`config.mk`:
```
export PLATFORM = sky130hd
export DESIGN_NAME = scfh_handler
export DESIGN_NICKNAME = d
export VERILOG_FILES = /design/src/hw/scfh_handler.v
export VERILOG_INCLUDE_DIRS = /design/src /design/src/include
export SDC_FILE = /design/constraint.sdc
export NUM_CORES = 1
export LEC_CHECK = 0
export BUFFER_PORTS_ARGS = -buffer_cell sky130_fd_sc_hd__buf_2
export CAP_MARGIN = 40
export CORE_MARGIN = 1.5
export CORE_UTILIZATION = 61
export DETAILED_ROUTE_END_ITERATION = 10
export GPL_ROUTABILITY_DRIVEN = 0
export PLACE_DENSITY_LB_ADDON = 0.08
export REMOVE_ABC_BUFFERS = 1
export SYNTH_ARGS = -nofsm -noshare
export SYNTH_HDL_FRONTEND = slang
export SYNTH_SLANG_ARGS = --single-unit
export TNS_END_PERCENT = 5
```
`constraint.sdc`:
```
create_clock -name clk -period 11.1 [get_ports clk]
set_input_delay 1.11 -clock clk [delete_from_list [all_inputs] [get_ports clk]]
set_output_delay 1.11 -clock clk [all_outputs]
set_load 0.01 [all_outputs]
```
`src/include/scfh_consts.vh`:
```
// Constants for the serial command frame handler.
// Included by the handler; defines only, no logic.
`ifndef SCFH_CONSTS_VH
`define SCFH_CONSTS_VH

`define SCFH_CLK_HZ        125000000
`define SCFH_BAUD          9600
`define SCFH_BIT_CYCLES    (`SCFH_CLK_HZ / `SCFH_BAUD)
// Short bit period for simulation; keeps a bench run brief
`define SCFH_FAST_BIT_CYCLES 32'h0000_0018
`define SCFH_DATA_BITS     8
`define SCFH_STOP_BITS     1
`define SCFH_START_BYTE    8'h02
`define SCFH_END_BYTE      8'h03
`define SCFH_ADDR_BIAS     8'h80
`define SCFH_ADDR_MIN      6'd1
`define SCFH_ADDR_MAX      6'd32
`define SCFH_CMD_READ      8'h10
`define SCFH_CMD_WRITE     8'h11
`define SCFH_LETTER_SERIAL 8'h53
`define SCFH_LETTER_FW     8'h46
`define SCFH_LETTER_NAME   8'h4E
`define SCFH_LETTER_MODE   8'h4D
`define SCFH_RESULT_OK     8'h30
`define SCFH_RESULT_FAIL   8'h31
`define SCFH_MODE_PANEL    8'h30
`define SCFH_MODE_EXT      8'h34
`define SCFH_MODE_RESET    8'h30
`define SCFH_MAX_BODY      5'd16
`define SCFH_INFO_LEN      4'd8

`endif

```
`src/hw/scfh_handler.v`:
```
// Serial command frame handler: UART receive/transmit, frame check,
// information and setup-mode commands.
// Assumes a half-duplex transceiver driven by tx_enable, rxd from a pin.
// Behaviour
// Half-duplex; answer only after command fully received.
// 9600 baud, 8 data, 1 stop, no parity.
// Frame: start, address, body, end, checksum.
// Start byte 0x02, end byte 0x03.
// Address byte is address plus 0x80.
// Own address 1..32; answer only own address.
// Host keeps addresses distinct on the bus.
// Checksum is byte sum mod 256 incl. delimiters.
// Parameter commands reply result char '0'/'1'.
// 0x10 S/F/N returns serial, firmware, name.
// Setup mode read 0x10 M, write 0x11 M.
// Mode '0' panel start, '4' external start.
// In remote mode write changes start source only.
// Bad address or checksum frames get no reply.
`timescale 1ns/1ns
`include "scfh_consts.vh"

module scfh_handler
#(
   parameter [31:0] BIT_CYCLES = `SCFH_BIT_CYCLES // Clock cycles per bit
)
(
   // Clock and reset
   input  wire         clk,
   input  wire         reset,
   // Serial link
   input  wire         rxd,
   output reg          txd,
   output reg          tx_enable,
   // Configuration
   input  wire [5:0]   station_address,
   input  wire         remote_mode,
   input  wire [63:0]  serial_number,
   input  wire [63:0]  firmware_version,
   input  wire [63:0]  device_name,
   // Setup state
   output reg  [7:0]   setup_mode,
   output reg          start_external
);

   localparam [13:0] BIT_CYC  = BIT_CYCLES[13:0];
   localparam [13:0] HALF_CYC = BIT_CYC >> 1;

   // Frame states, one-hot
   localparam [5:0] S_IDLE = 6'b000001;
   localparam [5:0] S_ADDR = 6'b000010;
   localparam [5:0] S_BODY = 6'b000100;
   localparam [5:0] S_SUM  = 6'b001000;
   localparam [5:0] S_EXEC = 6'b010000;
   localparam [5:0] S_SEND = 6'b100000;

   // Byte at index i of a packed 8-byte string, first byte in the top
   function [7:0] pick;
      input [63:0] str;
      input [3:0]  i;
      begin
         pick = str[(7 - i[2:0]) * 8 +: 8];
      end
   endfunction

   // Input synchroniser
   reg        rx_s1;
   reg        rx_s2;
   always @(posedge clk)
   begin
      if (reset)
      begin
         rx_s1 <= 1'b1;
         rx_s2 <= 1'b1;
      end
      else
      begin
         rx_s1 <= rxd;
         rx_s2 <= rx_s1;
      end
   end

   // UART receiver, sampling each bit in its middle
   reg [13:0] rx_cnt;
   reg [3:0]  rx_bit;
   reg        rx_busy;
   reg [7:0]  rx_shift;
   reg        rx_valid;
   reg [7:0]  rx_byte;
   always @(posedge clk)
   begin
      rx_valid <= 1'b0;
      if (reset)
      begin
         rx_cnt   <= 14'h0000;
         rx_bit   <= 4'h0;
         rx_busy  <= 1'b0;
         rx_shift <= 8'h00;
         rx_byte  <= 8'h00;
      end
      else if (!rx_busy)
      begin
         if (!rx_s2 && !tx_enable)
         begin
            rx_busy <= 1'b1;
            rx_cnt  <= HALF_CYC;
            rx_bit  <= 4'h0;
         end
      end
      else if (rx_cnt != 14'h0000)
         rx_cnt <= rx_cnt - 14'h0001;
      else
      begin
         rx_cnt <= BIT_CYC - 14'h0001;
         rx_bit <= rx_bit + 4'h1;
         if (rx_bit == 4'h0)
         begin
            // False start bit: glitch shorter than half a bit
            if (rx_s2)
               rx_busy <= 1'b0;
         end
         else if (rx_bit <= `SCFH_DATA_BITS)
            rx_shift <= {rx_s2, rx_shift[7:1]};
         else
         begin
            rx_busy <= 1'b0;
            // Framing error (low stop bit) drops the byte
            if (rx_s2)
            begin
               rx_valid <= 1'b1;
               rx_byte  <= rx_shift;
            end
         end
      end
   end

   // Frame parser and reply sequencer
   reg [5:0]  state;
   reg [7:0]  sum;
   reg [7:0]  body [0:15];
   reg [4:0]  body_len;
   reg [7:0]  reply [0:15];
   reg [4:0]  reply_len;
   reg [4:0]  tx_idx;
   reg [7:0]  tx_sum;
   reg        tx_load;
   reg        tx_busy;
   reg [7:0]  tx_data;
   integer    k;

   wire [7:0] own_addr = `SCFH_ADDR_BIAS + {2'b00, station_address};
   wire       addr_ok  = station_address >= `SCFH_ADDR_MIN &&
                         station_address <= `SCFH_ADDR_MAX;

   always @(posedge clk)
   begin
      tx_load <= 1'b0;
      if (reset)
      begin
         state          <= S_IDLE;
         sum            <= 8'h00;
         body_len       <= 5'd0;
         reply_len      <= 5'd0;
         tx_idx         <= 5'd0;
         tx_sum         <= 8'h00;
         tx_data        <= 8'h00;
         setup_mode     <= `SCFH_MODE_RESET;
         start_external <= 1'b0;
         for (k = 0; k < 16; k = k + 1)
         begin
            body[k]  <= 8'h00;
            reply[k] <= 8'h00;
         end
      end
      else
      case (state)
         S_IDLE:
            if (rx_valid && rx_byte == `SCFH_START_BYTE)
            begin
               sum   <= rx_byte;
               state <= S_ADDR;
            end
         S_ADDR:
            if (rx_valid)
            begin
               sum      <= sum + rx_byte;
               body_len <= 5'd0;
               // Foreign address: fall back and wait for next start
               if (addr_ok && rx_byte == own_addr)
                  state <= S_BODY;
               else
                  state <= S_IDLE;
            end
         S_BODY:
            if (rx_valid)
            begin
               sum <= sum + rx_byte;
               if (rx_byte == `SCFH_END_BYTE)
                  state <= S_SUM;
               else if (body_len == `SCFH_MAX_BODY)
                  state <= S_IDLE;
               else
               begin
                  body[body_len[3:0]] <= rx_byte;
                  body_len            <= body_len + 5'd1;
               end
            end
         S_SUM:
            if (rx_valid)
               // Reply only after the whole command, checksum included
               state <= (rx_byte == sum) ? S_EXEC : S_IDLE;
         S_EXEC:
         begin
            reply[0]  <= `SCFH_START_BYTE;
            reply[1]  <= own_addr;
            reply[2]  <= body[0];
            reply[3]  <= body[1];
            reply_len <= 5'd4;
            state     <= S_SEND;
            tx_idx    <= 5'd0;
            tx_sum    <= 8'h00;
            if (body_len == 5'd2 && body[0] == `SCFH_CMD_READ)
            begin
               case (body[1])
                  `SCFH_LETTER_SERIAL,
                  `SCFH_LETTER_FW,
                  `SCFH_LETTER_NAME:
                  begin
                     for (k = 0; k < 8; k = k + 1)
                        reply[4 + k] <= pick(
                           body[1] == `SCFH_LETTER_SERIAL ? serial_number :
                           body[1] == `SCFH_LETTER_FW ? firmware_version :
                           device_name, k[3:0]);
                     reply_len <= 5'd4 + {1'b0, `SCFH_INFO_LEN};
                  end
                  `SCFH_LETTER_MODE:
                  begin
                     reply[4]  <= setup_mode;
                     reply_len <= 5'd5;
                  end
                  default:
                     state <= S_IDLE;
               endcase
            end
            else if (body_len == 5'd3 && body[0] == `SCFH_CMD_WRITE &&
                     body[1] == `SCFH_LETTER_MODE)
            begin
               reply_len <= 5'd5;
               if (body[2] == `SCFH_MODE_PANEL ||
                   body[2] == `SCFH_MODE_EXT)
               begin
                  reply[4]       <= `SCFH_RESULT_OK;
                  start_external <= body[2] == `SCFH_MODE_EXT;
                  // Remote: only the start source moves, setup stays
                  if (!remote_mode)
                     setup_mode <= body[2];
               end
               else
                  reply[4] <= `SCFH_RESULT_FAIL;
            end
            else
               state <= S_IDLE;
         end
         S_SEND:
            if (!tx_busy && !tx_load)
            begin
               tx_load <= 1'b1;
               tx_idx  <= tx_idx + 5'd1;
               if (tx_idx < reply_len)
               begin
                  tx_data <= reply[tx_idx[3:0]];
                  tx_sum  <= tx_sum + reply[tx_idx[3:0]];
               end
               else if (tx_idx == reply_len)
               begin
                  tx_data <= `SCFH_END_BYTE;
                  tx_sum  <= tx_sum + `SCFH_END_BYTE;
               end
               else if (tx_idx == reply_len + 5'd1)
                  tx_data <= tx_sum;
               else
               begin
                  tx_load <= 1'b0;
                  state   <= S_IDLE;
               end
            end
         default:
            state <= S_IDLE;
      endcase
   end

   // UART transmitter; drives the bus only while a reply is out
   reg [13:0] tx_cnt;
   reg [3:0]  tx_bit;
   reg [9:0]  tx_shift;
   always @(posedge clk)
   begin
      if (reset)
      begin
         tx_cnt    <= 14'h0000;
         tx_bit    <= 4'h0;
         tx_shift  <= 10'h3FF;
         tx_busy   <= 1'b0;
         txd       <= 1'b1;
         tx_enable <= 1'b0;
      end
      else if (tx_load)
      begin
         tx_shift  <= {1'b1, tx_data, 1'b0};
         tx_busy   <= 1'b1;
         tx_bit    <= 4'h0;
         tx_cnt    <= 14'h0000;
         tx_enable <= 1'b1;
      end
      else if (tx_busy)
      begin
         if (tx_cnt != 14'h0000)
            tx_cnt <= tx_cnt - 14'h0001;
         else if (tx_bit == 4'd10)
         begin
            tx_busy <= 1'b0;
            txd     <= 1'b1;
            // Release the driver once the final byte has gone
            if (state != S_SEND)
               tx_enable <= 1'b0;
         end
         else
         begin
            txd      <= tx_shift[0];
            tx_shift <= {1'b1, tx_shift[9:1]};
            tx_bit   <= tx_bit + 4'h1;
            tx_cnt   <= BIT_CYC - 14'h0001;
         end
      end
      else if (state != S_SEND)
         tx_enable <= 1'b0;
   end

endmodule

```
Yosys cells after proc, flatten, opt, wreduce, memory -nomap -nowiden
Memory sizes are Yosys's and may differ from the RTL's. A register that Yosys moved wholly into a read port is not among the register bits.
Cells that the tools add are included.
Storage, ports and cells
  register bits after elaboration: 123
  RAM bits: 256
  input port bits: 202
  memories kept: 2
Cells by class
  $add $sub $neg: 11
  magnitude comparators: 4
  equality and inequality tests: 44
  muxes and demuxes: 123
  bitwise logic cells: 26
  reductions and logical operators: 45
Memories
  body: depth 16, width 8, rd ports 3, clocked after Yosys merged registers in 0, wr ports 16, line scfh_handler.v:139  | reg [7:0] body [0:15];
  reply: depth 16, width 8, rd ports 1, clocked after Yosys merged registers in 1, wr ports 16, line scfh_handler.v:141  | reg [7:0] reply [0:15];
Operators by type and width (count)
  8-bit 2-to-1 mux: 24
  64-bit 2-to-1 mux: 2
  6-bit 2-to-1 mux: 13
  14-bit 2-to-1 mux: 5
  1-bit 2-to-1 mux: 55
  9-bit 2-to-1 mux: 4
  6-bit one-hot mux with 6 select lines: 1
  5-bit 2-to-1 mux: 7
  8-bit by 7-bit equality test with 1-bit output (second input constant): 4
  8-bit one-hot mux with 2 select lines: 2
  2-bit inequality test (second input constant): 14
  14-bit nonzero test: 2
  14-bit by 1-bit subtractor with 14-bit output (second input constant): 2
  4-bit 2-to-1 mux: 6
  5-bit one-hot mux with 2 select lines: 2
  3-bit AND reduction: 6
  8-bit adder: 2
  8-bit by 2-bit equality test with 1-bit output (second input constant): 2
  8-bit by 5-bit equality test with 1-bit output (second input constant): 2
  8-bit by 6-bit equality test with 1-bit output (second input constant): 2
  8-bit equality test: 2
  5-bit by 1-bit adder with 5-bit output (second input constant): 3
  1-bit bitwise OR: 15
  5-bit AND reduction: 3
  38 further kinds: 73

Depth between registers and ports, before layout
An unclocked memory read counts as a cell.
  word-level depth: 12
  mapped depth: 15
  depth with buffers taken out: 14

Least setup slack after synthesis
No wires, ideal clock.
  kind: input -> register
  start point: input port reset
  end point: memory reply[4][0] (enable)
  setup time: 329 ps
  data arrival time: 3628 ps
  slack: 7143 ps
  stages on the path: 4
  cells stage by stage: clkbuf_1 -> or4_1 -> nand2b_1 -> or3_1
RTL lines
  start, declared: line scfh_handler.v:29  | input wire reset,
  end, declared: line scfh_handler.v:141

==> qor.txt <==
GRT
--------------------------------------------------------------------------------
Vias in the first global route ....................................         9800
Global route total overflow .......................................            0
Overall global routing resource usage .............................        0.281
Number of antenna violations at the first check in global routing .            0
Wire length of the first global-routing pass ......................     48400 um
Largest net degree at the start of global routing .................          105

DETAILED ROUTING
--------------------------------------------------------------------------------
Routed wire length per instance ...................................      17.5 um
Total iterations of the first detailed-routing run ................            7
Post-detailed-routing wire length .................................     29800 um
Violation count after the first detailed-route iteration ..........          646
Via-to-Cell Ratio .................................................         5.92
DRC ...............................................................            0
Detail Route Antenna Nets .........................................            0
Number of vias in the routed layout ...............................        10100

FINAL LAYOUT
--------------------------------------------------------------------------------
Most used cells in the layout excluding fill and tap cells ........ sky130_fd_sc_hd__buf_2, sky130_fd_sc_hd__nor2_1, sky130_fd_sc_hd__dfxtp_1
Post-layout nets ..................................................         1643
Ant diodes ........................................................            0
P&R area growth vs syn ............................................        17.7%
Layout cells sized above 1 ........................................        0.229
Commonest non-fill, non-tap cell in the layout .................... sky130_fd_sc_hd__buf_2

FLOORPLANNING
--------------------------------------------------------------------------------
Core ar. ..........................................................   0.0201 mm2
Die boundary height ...............................................       146 um
Boundary Pins .....................................................          213
Initial Util ......................................................        0.618
Die area ..........................................................   0.0212 mm2
Die extent in x ...................................................       146 um
Std-Cell Rows .....................................................           52

YOSYS
--------------------------------------------------------------------------------
Post-synth EDFFs ..................................................          110
Mapped cell area ..................................................   0.0124 mm2
Count of distinct cell types in the synthesized netlist ...........           76
Top flip-flop cell by instance count after synthesis .............. sky130_fd_sc_hd__dfxtp_1
Yosys warning count ...............................................            0
Flops & latches, synth ............................................          236
Async set or reset register ratio after synthesis .................            0
Avg Synthesized Cell Area .........................................     10.1 um2
Sequential share of the synthesized area ..........................        0.469
Post-synthesis instance total .....................................         1229

STA
--------------------------------------------------------------------------------
RSZ-0062 raised after global routing ..............................        false
Number of max-slew violations in the final report .................            0
F_max .............................................................    0.238 GHz
Worst Hold Margin .................................................     0.409 ns
Fin. Hold Viols ...................................................            0
Period utilization ................................................        0.379
Number of setup violations in the final report ....................            0
Worst setup skew after layout .....................................    0.0124 ns
Worst slew slack as a fraction of its limit .......................        0.388
Sum of negative setup slack .......................................         0 ns
Time the worst path needs with I/O delays and setup ...............      4.21 ns
Transition time at the pin with the least slew margin .............     0.918 ns

WORST SETUP PATH
--------------------------------------------------------------------------------
CP Data Required Time .............................................     11.29 ns
Kind of start point of the critical path ..........................    flip-flop
Arrival time reported for the critical path endpoint ..............      4.40 ns
Type of destination of the critical path ..........................    flip-flop
Critical path type ................................................      reg2reg
CP Max Fanout .....................................................           57

JOB
--------------------------------------------------------------------------------
Maximum Capacitance Violations ....................................            0

POWER
--------------------------------------------------------------------------------
Leakage power of the design .......................................      6.31 nW
Largest voltage drop on the vdd net ...............................     0.116 mV
Power per standard cell area ......................................   145 mW/mm2

CLOCKING
--------------------------------------------------------------------------------
Number of buffers created by CTS ..................................           25
Root buffer cell .................................................. sky130_fd_sc_hd__clkbuf_16
Clk slew on worst S/H paths .......................................      0.06 ns
Hold bufs inserted after CTS ......................................            0
Buffer count from post-CTS setup fixing ...........................            0
Clock sink count ..................................................          236
Clock Tree Buf Depth ..............................................            3
Clk Latency, worst-skew pair ......................................      0.53 ns
H-tree levels .....................................................            1
CTS tree ..........................................................         done
Total of cells resized after clock tree synthesis .................            0

WORST HOLD PATH
--------------------------------------------------------------------------------
Hold WC Path Type .................................................      reg2reg

STATUS
--------------------------------------------------------------------------------
Result of the run ................................................. finished clean

PLACEMENT
--------------------------------------------------------------------------------
DPL Wire Length ...................................................     20600 um
Port bufs .........................................................          212

[registers in the layout (all words and copies together) (netlist names), 3 cells and up, named ones only]
| register | flops |
|---|---|
| tx_sum | 8 |
| rx_shift | 8 |
| reply | 87 |
| state | 6 |
| tx_bit | 4 |
| rx_cnt | 14 |
| tx_shift | 9 |
| rx_byte | 8 |
| setup_mode | 8 |
| tx_data | 8 |
| rx_bit | 4 |
| body_len | 5 |
| sum | 8 |
| reply_len | 3 |
| tx_idx | 5 |
| body | 24 |
| tx_cnt | 14 |
[layer usage]
layer	track usage	part of all wire	up-vias
met1	0.364	0.42	4728
met5	0	0	-
met4	0.0969	0.033	0
li1	-	-	4917
met3	0.0436	0.059	87
met2	0.482	0.49	334
[synth_stat cells, types with 4 or more instances]
master / count / share of area
sky130_fd_sc_hd__and2_1: 29 / 0.015
sky130_fd_sc_hd__nand3_1: 20 / 0.0081
sky130_fd_sc_hd__a32oi_1: 7 / 0.0049
sky130_fd_sc_hd__o21a_1: 6 / 0.0036
sky130_fd_sc_hd__nand4b_1: 4 / 0.0028
sky130_fd_sc_hd__a21oi_1: 49 / 0.020
sky130_fd_sc_hd__clkbuf_1: 61 / 0.018
sky130_fd_sc_hd__mux2i_1: 95 / 0.077
sky130_fd_sc_hd__xnor2_1: 20 / 0.014
sky130_fd_sc_hd__ha_1: 28 / 0.028
sky130_fd_sc_hd__buf_2: 5 / 0.0020
sky130_fd_sc_hd__o21bai_1: 5 / 0.0030
sky130_fd_sc_hd__nand4_1: 12 / 0.0060
sky130_fd_sc_hd__a311oi_1: 4 / 0.0028
sky130_fd_sc_hd__xor2_1: 15 / 0.011
sky130_fd_sc_hd__nand2_1: 59 / 0.018
sky130_fd_sc_hd__or3_1: 13 / 0.0065
sky130_fd_sc_hd__or4_1: 7 / 0.0042
sky130_fd_sc_hd__o31a_1: 4 / 0.0028
sky130_fd_sc_hd__dfxtp_1: 126 / 0.20
sky130_fd_sc_hd__nand2b_1: 15 / 0.0076
sky130_fd_sc_hd__o211ai_1: 4 / 0.0024
sky130_fd_sc_hd__o21ai_0: 37 / 0.015
sky130_fd_sc_hd__nand3b_1: 9 / 0.0054
sky130_fd_sc_hd__or2_2: 11 / 0.0055
sky130_fd_sc_hd__edfxtp_1: 110 / 0.27
sky130_fd_sc_hd__a21o_1: 6 / 0.0036
sky130_fd_sc_hd__inv_1: 33 / 0.010
sky130_fd_sc_hd__and3_1: 28 / 0.014
sky130_fd_sc_hd__mux2_2: 9 / 0.0082
sky130_fd_sc_hd__a211o_1: 5 / 0.0035
sky130_fd_sc_hd__mux4_2: 17 / 0.031
sky130_fd_sc_hd__nor3_1: 37 / 0.015
sky130_fd_sc_hd__nor4_1: 7 / 0.0035
sky130_fd_sc_hd__a211oi_1: 73 / 0.044
sky130_fd_sc_hd__a31oi_1: 9 / 0.0045
sky130_fd_sc_hd__nor2_1: 173 / 0.052
sky130_fd_sc_hd__a221oi_1: 7 / 0.0049
sky130_fd_sc_hd__nor2b_1: 14 / 0.0071
[final cells by class]
type,instances,area (um2)
multi-input cells,888,6180
flip-flops and latches,236,5830
fillers,1481,5480
repair buffers,227,1230
clock buffers,35,767
well taps,270,338
clock inverters,11,164
inverters,33,124
[final timing paths]
path | startpoint | endpoint | depth (start not counted) | slack [ns]
min reg2reg | rx_s1 | rx_s2 | 1 | 0.41
max | state[1] | reply[4][5] | 7 | 6.89
min | rx_s1 | rx_s2 | 1 | 0.41
max reg2reg | state[1] | reply[4][5] | 7 | 6.89
[power breakdown]
group	internal, mW	switching (mW)	leakage (nW)
combinational	0.101	0.126	3.69
clock	0.577	0.346	0.462
sequential	0.941	0.0239	2.15
[stage by stage]
stage	area [um2]	worst slack, ns	instances	power (mW)	util
floorplan	12100	6.68	1157	1.12	-
global placement	13600	6.88	1646	1.20	0.676
detailed placement	13700	6.90	1654	1.21	0.681
CTS	14600	6.90	1700	2.12	0.727
global route	14600	6.61	1700	2.19	0.727
finish	14600	6.89	1700	2.12	0.727
[critical path: stages (launching register included)]
cell,delay (ns)
sky130_fd_sc_hd__dfxtp_1,0.37
sky130_fd_sc_hd__nor4_2,0.41
sky130_fd_sc_hd__nand3b_1,0.66
sky130_fd_sc_hd__or4_2,1.07
sky130_fd_sc_hd__buf_12,0.26
sky130_fd_sc_hd__nand2b_2,0.08
sky130_fd_sc_hd__buf_4,0.56
sky130_fd_sc_hd__or3_1,0.43
[cells by family (layout without fill, tap and decap cells)]
family | after synthesis | in the layout | share of synthesized area
and+or+nand+nor | 462 | 462 | 0.191
xor gates and xnor gates | 35 | 35 | 0.0247
buffers and inverters | 105 | 306 | 0.0344
DFF | 236 | 236 | 0.469
AOI/OAI and AO/OA | 240 | 240 | 0.134
muxes | 121 | 121 | 0.116
adders and majority gates | 30 | 30 | 0.0314
Power figures use the tool's default switching activity.
